$ cat src/inc/ddr_pkg.sv
// Package with constants and carrier types of the DDR receive output path.
package ddr_pkg;

   // ----------------------------------------------------------------
   // Widths, FIFO depth, clock period and idle value
   // ----------------------------------------------------------------
   localparam int BUS_W        = 10;
   localparam int HALF_W       = 5;
   localparam int DATA_W       = 8;
   localparam int FIFO_DEPTH   = 16;
   localparam int CLK_PERIOD_NS = 50;
   localparam logic [9:0] BUS_IDLE = 10'h000;

   // ----------------------------------------------------------------
   // Carrier types
   // ----------------------------------------------------------------
   typedef struct packed {
      logic [BUS_W-1:0]  code;
      logic [DATA_W-1:0] data;
      logic              k;
   } ddr_chan_type;

   typedef struct packed {
      ddr_chan_type ch_c;
      ddr_chan_type ch_d;
      ddr_chan_type ch_e;
      ddr_chan_type ch_f;
      logic         a_tenth;
      logic         b_fifth;
      logic         b_tenth;
   } ddr_frame_type;

   localparam int FRAME_W = $bits(ddr_frame_type);

   typedef struct packed {
      logic nibble;
      logic decode;
   } ddr_mode_type;

endpackage

$ cat src/verilog/ddr_rx_output.sv
// FIFO and DDR receive output path for pair buses C/D, E/F and line 9 of pair A/B.

// ----------------------------------------------------------------
// Word FIFO
// ----------------------------------------------------------------
module ddr_fifo #(
   parameter int WIDTH = 8,
   parameter int DEPTH = 16
) (
   input  wire logic             clk_i,
   input  wire logic             resetn_i,
   input  wire logic             in_valid_i,
   output logic                  in_ready_o,
   input  wire logic [WIDTH-1:0] in_data_i,
   output logic                  out_valid_o,
   input  wire logic             out_ready_i,
   output logic [WIDTH-1:0]      out_data_o
);
   localparam int AW = $clog2(DEPTH);

   logic [WIDTH-1:0] mem_q [DEPTH];
   logic [AW-1:0]    wr_q;
   logic [AW-1:0]    rd_q;
   logic [AW:0]      cnt_q;
   wire              push = in_valid_i & in_ready_o;
   wire              pop  = out_valid_o & out_ready_i;
   wire              wr_wrap = (wr_q == AW'(DEPTH - 1));
   wire              rd_wrap = (rd_q == AW'(DEPTH - 1));

   assign in_ready_o  = (cnt_q != (AW + 1)'(DEPTH));
   assign out_valid_o = (cnt_q != '0);
   assign out_data_o  = mem_q[rd_q];

   always_ff @(posedge clk_i) begin
      if (push) begin
         mem_q[wr_q] <= in_data_i;
      end
   end

   always_ff @(posedge clk_i) begin
      if (!resetn_i) begin
         wr_q  <= '0;
         rd_q  <= '0;
         cnt_q <= '0;
      end else begin
         if (push) begin
            wr_q <= wr_wrap ? '0 : wr_q + 1'b1;
         end
         if (pop) begin
            rd_q <= rd_wrap ? '0 : rd_q + 1'b1;
         end
         cnt_q <= cnt_q + (AW + 1)'(push) - (AW + 1)'(pop);
      end
   end
endmodule

// ----------------------------------------------------------------
// DDR receive output top
// ----------------------------------------------------------------
module ddr_rx_output
   import ddr_pkg::*;
#(
   parameter int DEPTH = FIFO_DEPTH
) (
   input  wire logic          clk_i,
   input  wire logic          resetn_i,
   input  wire logic          nibble_mode_i,
   input  wire logic          decode_sel_i,
   input  wire logic          rx_hold_i,
   input  wire logic          in_valid_i,
   output logic               in_ready_o,
   input  wire ddr_frame_type in_frame_i,
   output logic               rx_word_clock_o,
   output logic [BUS_W-1:0]   rx_pair_cd_bus_o,
   output logic [BUS_W-1:0]   rx_pair_ef_bus_o,
   output logic               rx_pair_ab_line9_o,
   output logic               rx_data_valid_o
);
   localparam int LINE_K_LO = 3;
   localparam int LINE_K_HI = 8;
   localparam int LINE_TOP  = 9;
   localparam int BIT_FOURTH = 3;
   localparam int BIT_FIFTH  = 4;
   localparam int DATA_MSB   = DATA_W - 1;
   localparam int DATA_MID   = DATA_W - 2;
   localparam int DATA_NIB   = DATA_W / 2;

   // ----------------------------------------------------------------
   // Buffer
   // ----------------------------------------------------------------
   logic               fifo_valid;
   logic [FRAME_W-1:0] fifo_data;
   logic               wclk_q;
   ddr_frame_type      cur_q;
   ddr_mode_type       mode_q;
   logic               valid_q;
   logic [BUS_W-1:0]   cd_q;
   logic [BUS_W-1:0]   ef_q;
   logic               ab9_q;

   // Words are taken only just before a falling half, so each frame starts falling.
   wire pop = wclk_q & fifo_valid & ~rx_hold_i;

   ddr_fifo #(
      .WIDTH (FRAME_W),
      .DEPTH (DEPTH)
   ) u_fifo (
      .clk_i       (clk_i),
      .resetn_i    (resetn_i),
      .in_valid_i  (in_valid_i),
      .in_ready_o  (in_ready_o),
      .in_data_i   (in_frame_i),
      .out_valid_o (fifo_valid),
      .out_ready_i (pop),
      .out_data_o  (fifo_data)
   );

   // ----------------------------------------------------------------
   // Lane formatter
   // ----------------------------------------------------------------
   // Builds the ten lines of one pair bus for one half of the word clock.
   function automatic logic [BUS_W-1:0] ddr_pair_fmt(input ddr_chan_type lo,
                                                      input ddr_chan_type hi,
                                                      input logic         rise,
                                                      input ddr_mode_type mode);
      ddr_chan_type     sel;
      logic [BUS_W-1:0] r;
      sel = rise ? hi : lo;
      r   = BUS_IDLE;
      if (!mode.nibble) begin
         r = mode.decode ? {1'b0, sel.k, sel.data} : sel.code;
      end else if (!mode.decode) begin
         r[HALF_W-1:0]     = rise ? lo.code[BUS_W-1:HALF_W] : lo.code[HALF_W-1:0];
         r[BUS_W-1:HALF_W] = rise ? hi.code[BUS_W-1:HALF_W] : hi.code[HALF_W-1:0];
      end else begin
         r[HALF_W-1:0]     = rise ? {lo.data[DATA_MSB], lo.k, lo.data[DATA_MID:DATA_NIB]}
                                  : {1'b0, lo.data[DATA_NIB-1:0]};
         r[BUS_W-1:HALF_W] = rise ? {hi.data[DATA_MSB], hi.k, hi.data[DATA_MID:DATA_NIB]}
                                  : {1'b0, hi.data[DATA_NIB-1:0]};
      end
      return r;
   endfunction

   // ----------------------------------------------------------------
   // Next-half selection
   // ----------------------------------------------------------------
   wire ddr_mode_type  mode_in   = '{nibble: nibble_mode_i, decode: decode_sel_i};
   wire ddr_frame_type frame_nx  = wclk_q ? (pop ? ddr_frame_type'(fifo_data) : '0) : cur_q;
   wire ddr_mode_type  mode_nx   = (wclk_q && pop) ? mode_in : mode_q;
   wire                valid_nx  = wclk_q ? pop : valid_q;
   wire                rise_nx   = ~wclk_q;
   wire [BUS_W-1:0]    cd_nx     = ddr_pair_fmt(frame_nx.ch_c, frame_nx.ch_d, rise_nx, mode_nx);
   wire [BUS_W-1:0]    ef_nx     = ddr_pair_fmt(frame_nx.ch_e, frame_nx.ch_f, rise_nx, mode_nx);
   wire                ab9_mux   = rise_nx ? frame_nx.b_tenth : frame_nx.a_tenth;
   wire                ab9_nib   = rise_nx ? frame_nx.b_tenth : frame_nx.b_fifth;
   wire                ab9_nx    = mode_nx.decode ? 1'b0 : (mode_nx.nibble ? ab9_nib : ab9_mux);

   // ----------------------------------------------------------------
   // Output registers
   // ----------------------------------------------------------------
   // The word clock is the reference clock halved; every edge carries a new half.
   always_ff @(posedge clk_i) begin
      if (!resetn_i) begin
         wclk_q <= 1'b1;
      end else begin
         wclk_q <= ~wclk_q;
      end
   end

   always_ff @(posedge clk_i) begin
      if (!resetn_i) begin
         cur_q   <= '0;
         mode_q  <= '0;
         valid_q <= 1'b0;
         cd_q    <= BUS_IDLE;
         ef_q    <= BUS_IDLE;
         ab9_q   <= 1'b0;
      end else begin
         cur_q   <= frame_nx;
         mode_q  <= mode_nx;
         valid_q <= valid_nx;
         cd_q    <= cd_nx;
         ef_q    <= ef_nx;
         ab9_q   <= ab9_nx;
      end
   end

   assign rx_word_clock_o    = wclk_q;
   assign rx_pair_cd_bus_o   = cd_q;
   assign rx_pair_ef_bus_o   = ef_q;
   assign rx_pair_ab_line9_o = ab9_q;
   assign rx_data_valid_o    = valid_q;

   // ----------------------------------------------------------------
   // Checks
   // ----------------------------------------------------------------
   wire fall_v = valid_q & ~wclk_q;
   wire mux_raw = ~mode_q.nibble & ~mode_q.decode;
   wire mux_dec = ~mode_q.nibble & mode_q.decode;
   wire nib_raw = mode_q.nibble & ~mode_q.decode;
   wire nib_dec = mode_q.nibble & mode_q.decode;
endmodule

$ cat config.mk
export PLATFORM = sky130hd
export DESIGN_NAME = ddr_rx_output
export DESIGN_NICKNAME = d
export VERILOG_FILES = /design/src/inc/ddr_pkg.sv /design/src/verilog/ddr_rx_output.sv
export SDC_FILE = /design/constraint.sdc
export NUM_CORES = 1
export LEC_CHECK = 0
export BUFFER_PORTS_ARGS = -buffer_cell sky130_fd_sc_hd__buf_2
export CORE_MARGIN = 2
export CORE_UTILIZATION = 40
export CTS_CLUSTER_DIAMETER = 150
export DETAILED_ROUTE_END_ITERATION = 8
export MAX_ROUTING_LAYER = met4
export PLACE_DENSITY_LB_ADDON = 0.25
export SYNTH_ARGS = -nofsm -noshare
export SYNTH_HDL_FRONTEND = slang
export SYNTH_HIERARCHICAL = 1
export SYNTH_SLANG_ARGS = --single-unit
$ cat constraint.sdc
create_clock -name clk_i -period 9.54 [get_ports clk_i]
set_clock_uncertainty 0.2 [all_clocks]
set_input_delay 0.477 -clock clk_i [delete_from_list [all_inputs] [get_ports clk_i]]
set_output_delay 0.477 -clock clk_i [all_outputs]
set_load 0.01 [all_outputs]
==> key figures <==
Outcome
  • Outcome: completed

Timing
  • Final setup TNS: 0 ps
  • Number of hold violations in the final report: 0
  • Max_slew headroom: 13.6%
  • Max-slew violation total from the final report: 0
  • Fraction of the cycle the final worst path needs: 48.7%
  • Setup-violating endpoint count in the final report: 0
  • Slew at the pin with the worst max-slew slack: 1290 ps
  • Shortest period the worst path allows: 4640 ps
  • Hold Slack: 259 ps
  • Fmax: 0.215 GHz
  • RSZ-0062 raised after global routing: false

Logic synthesis
  • Proportion of synthesized chip area in sequential cells: 76.9%
  • Post-synth EDFFs: 1,264
  • Top flip-flop cell by instance count after synthesis: sky130_fd_sc_hd__edfxtp_1
  • Total nets after synthesis: 2,577
  • Netlist area before placement: 52,000 µm²
  • Synth async-reset ratio: 0%
  • Instance count of the mapped netlist: roughly 2,500
  • Netlist cell types: 57
  • Number of warning messages in the yosys log: 6
  • FF+latch count, synth: 1,365
  • Mean Syn Cell Area: ~21 µm²

Global route
  • GRT Residual Overflow: 0
  • Global-route wire length before repair: around 190,000 µm
  • Pin count of the biggest net entering global routing: approximately 120
  • Number of global-route vias before repair: 26,339
  • GR Util All Layers: approximately 21%
  • Number of antenna violations at the first check in global routing: 11

Floorplan
  • Core box area: roughly 130,000 µm²
  • I/O Pins: 109
  • Die boundary height: 365 µm
  • Die area: 133,000 µm²
  • Standard-cell rows: 132
  • Die width: 365 µm
  • Initial Utilization: 40.2%

Min path
  • Classification of the worst-slack hold path: flop to flop

Placement
  • HPWL reported at the end of detailed placement: 68,000 µm
  • Post-place instance area: 54,300 µm²
  • Number of input and output port buffers inserted: 108
  • Placer congestion estimate: between 0.7 and 0.8

Layout
  • Final design area excluding fillers: 59,800 µm²
  • Ratio of cells with drive above 1 in the final layout: 25.4%
  • Number of nets at the end of the flow: 2,798
  • Area overhead of the layout relative to synthesis: 15.0%

Drt
  • Antenna Violating Nets Remaining: 0
  • Number of detailed-routing iterations run before antenna repair: 5
  • Number of design-rule violations left by the first detailed-router iteration: about 3,100
  • Number of vias per cell after detailed routing: 5.67
  • Final wirelength: approximately 130,000 µm
  • Residual DRC count: 0
  • DR WL/cell: 29.0 µm
  • Detailed-route via count: 25,890

CTS
  • Root buffer cell: sky130_fd_sc_hd__clkbuf_16
  • Clock Sinks: 1,365
  • Clock transition time at the flip-flop clock pins of the worst setup and hold paths: 60 ps
  • TritonCTS clock tree: built
  • CTS buffer count: about 140
  • Number of H-tree branching levels: 4
  • Post-CTS repair timing setup buffer count: 0
  • Clock latency of the later-clocked register in the worst-skew pair: around 750 ps
  • Number of buffers on the longest clock path: 3

Worst setup path
  • Data arrival at the endpoint of the critical path: 5080 ps
  • Biggest cell delay along the critical path: 670 ps
  • Critical path's most frequent cell: sky130_fd_sc_hd__inv_1
  • Critical-path maximum fanout: 23
  • Crit. End Element: flop
  • Setup Crit Path Kind: flop to flop
  • Sequence of cells on the critical path: inv_1 -> ha_1 -> or4b_1 -> nand3b_4 -> inv_2 -> nand2_1 -> inv_1 -> ha_1 -> inv_1 -> ha_1 -> inv_1 -> fa_1 -> nand2b_1 -> a21oi_1 -> o21ai_0 -> and3b_1
  • Data required, critical path: 9970 ps
  • Slowest cell on the critical path: sky130_fd_sc_hd__inv_2
  • Launching element type of the critical path: flop

Power and ir drop
  • Power per Cell Area: 240 nW/µm²
  • Peak VDD IR: ~140 µV
  • Leakage dissipation: approximately 19 nW

Run
  • Max-Cap Viols: 0
==> synth_stat cells (3+ instances only) <==
| cell | number | area share, % |
|---|---|---|
| sky130_fd_sc_hd__dfxtp_1 | 101 | 3.9 |
| sky130_fd_sc_hd__ha_1 | 11 | 0.26 |
| sky130_fd_sc_hd__mux2_2 | 6 | 0.13 |
| sky130_fd_sc_hd__a21boi_1 | 4 | 0.058 |
| sky130_fd_sc_hd__buf_2 | 46 | 0.44 |
| sky130_fd_sc_hd__buf_4 | 9 | 0.13 |
| sky130_fd_sc_hd__o221ai_1 | 4 | 0.067 |
| sky130_fd_sc_hd__a21oi_1 | 73 | 0.70 |
| sky130_fd_sc_hd__buf_6 | 20 | 0.43 |
| sky130_fd_sc_hd__nand2_1 | 151 | 1.1 |
| sky130_fd_sc_hd__o22ai_1 | 4 | 0.048 |
| sky130_fd_sc_hd__edfxtp_1 | 1264 | 73 |
| sky130_fd_sc_hd__nor2_1 | 32 | 0.23 |
| sky130_fd_sc_hd__and2_1 | 17 | 0.20 |
| sky130_fd_sc_hd__inv_1 | 10 | 0.072 |
| sky130_fd_sc_hd__and3_1 | 14 | 0.17 |
| sky130_fd_sc_hd__nor2b_1 | 7 | 0.084 |
| sky130_fd_sc_hd__a22oi_1 | 161 | 2.3 |
| sky130_fd_sc_hd__a221o_1 | 3 | 0.058 |
| sky130_fd_sc_hd__clkbuf_1 | 68 | 0.49 |
| sky130_fd_sc_hd__nor3b_1 | 4 | 0.058 |
| sky130_fd_sc_hd__nand2b_1 | 6 | 0.072 |
| sky130_fd_sc_hd__o21ai_0 | 4 | 0.039 |
| sky130_fd_sc_hd__mux2i_1 | 23 | 0.44 |
| sky130_fd_sc_hd__nand3_1 | 54 | 0.52 |
| sky130_fd_sc_hd__mux4_2 | 326 | 14 |
| sky130_fd_sc_hd__nor3_1 | 4 | 0.039 |
| sky130_fd_sc_hd__xnor2_1 | 3 | 0.051 |
| sky130_fd_sc_hd__buf_1 | 11 | 0.079 |
| sky130_fd_sc_hd__a221oi_1 | 3 | 0.051 |
==> layout by cell type (no fill, tap or decap), drive strengths merged, types with 23 or more instances in the layout <==
cell and count:
nand2 151, a21oi 73, nor2 32, buf 148, inv 24, mux2i 23, clkbuf 186, edfxtp 1264
mux4 326, nand3 54, a22oi 161, clkinv 51, dfxtp 101, dlygate4sd3 82
==> power by group <==
part	switching, mW	internal (mW)
clock network	2.26	3.20
logic	1.09	0.899
registers	0.131	6.76
==> path summary, 6_finish.rpt <==
kind | depth (start not counted) | slack (ps) | start | endpoint
max | 16 | 4900 | u_fifo/cnt_q[3] | u_fifo/cnt_q[4]
min | 2 | 260 | cur_q[7] | cur_q[7]
max reg2reg | 16 | 4900 | u_fifo/cnt_q[3] | u_fifo/cnt_q[4]
min reg2reg | 2 | 260 | cur_q[7] | cur_q[7]
==> flip-flops by register name, summed over array words and instances (netlist names), named ones only <==
signal,count
u_fifo/cnt_q,5
rx_pair_ab_line9_o,1
u_fifo/mem_q,1264
rx_word_clock_o,1
cur_q,56
rx_pair_ef_bus_o,10
mode_q,2
rx_data_valid_o,1
rx_pair_cd_bus_o,10
u_fifo/rd_q,4
u_fifo/wr_q,4
==> final cells by class <==
type	instances	area (µm²)
antenna	9	22.5
clock buffer	186	3920
clock inverter	73	716
fill	10688	69500
inverter	14	52.6
multi-input combinational	946	11200
sequential	1365	40000
tap	1742	2180
timing repair buffer	230	1700
==> logic make-up after synthesis <==
kind of cell    Yosys count  synth area share (%)
flops                  1365                  76.9
mux                     356                  14.7
simple gates            299                  2.66
compound gates          275                  3.66
buf+inv                 169                  1.69
fa+ha+maj                12                 0.303
xor+xnor                  4                0.0674
==> per-stage QoR <==
step / utilization [%] / setup WS (ps) / power, mW / instances
2_1_floorplan: - / 5700 / 8.41 / 2480
3_3_place_gp: 42.0 / 5070 / 8.96 / 4215
3_5_place_dp: 42.0 / 5000 / 9.00 / 4215
4_1_cts: 46.2 / 5000 / 14.5 / 4556
5_1_grt: 46.2 / 4700 / 14.9 / 4563
6_report: 46.2 / 4900 / 14.3 / 4565
==> what timing repair did <==
item / CTS / global route
gates resized for setup: 0 / 0
hold buffers: 82 / 0
endpoints found under the hold margin: 1270 / 0
==> layer usage <==
| metal | GRT usage (%) | part of all wire, % | up-vias |
|---|---|---|---|
| met3 | 3.18 | 6.8 | 176 |
| met5 | - | 0 | - |
| met1 | 28.4 | 43 | 13992 |
| li1 | - | - | 10779 |
| met2 | 32.6 | 49 | 943 |
| met4 | 4.79 | 1.8 | 0 |
==> worst max-delay path, delay by kind of cell, from the launching register on <==
family,cells,cell delay [ps]
AO/OA/AOI/OAI,2,300
adder cells (fa/ha/maj),4,1000
buffers and inverters,5,1020
flip-flops,1,350
AND/OR/NAND/NOR,5,1600
Power figures use the tool's default switching activity.
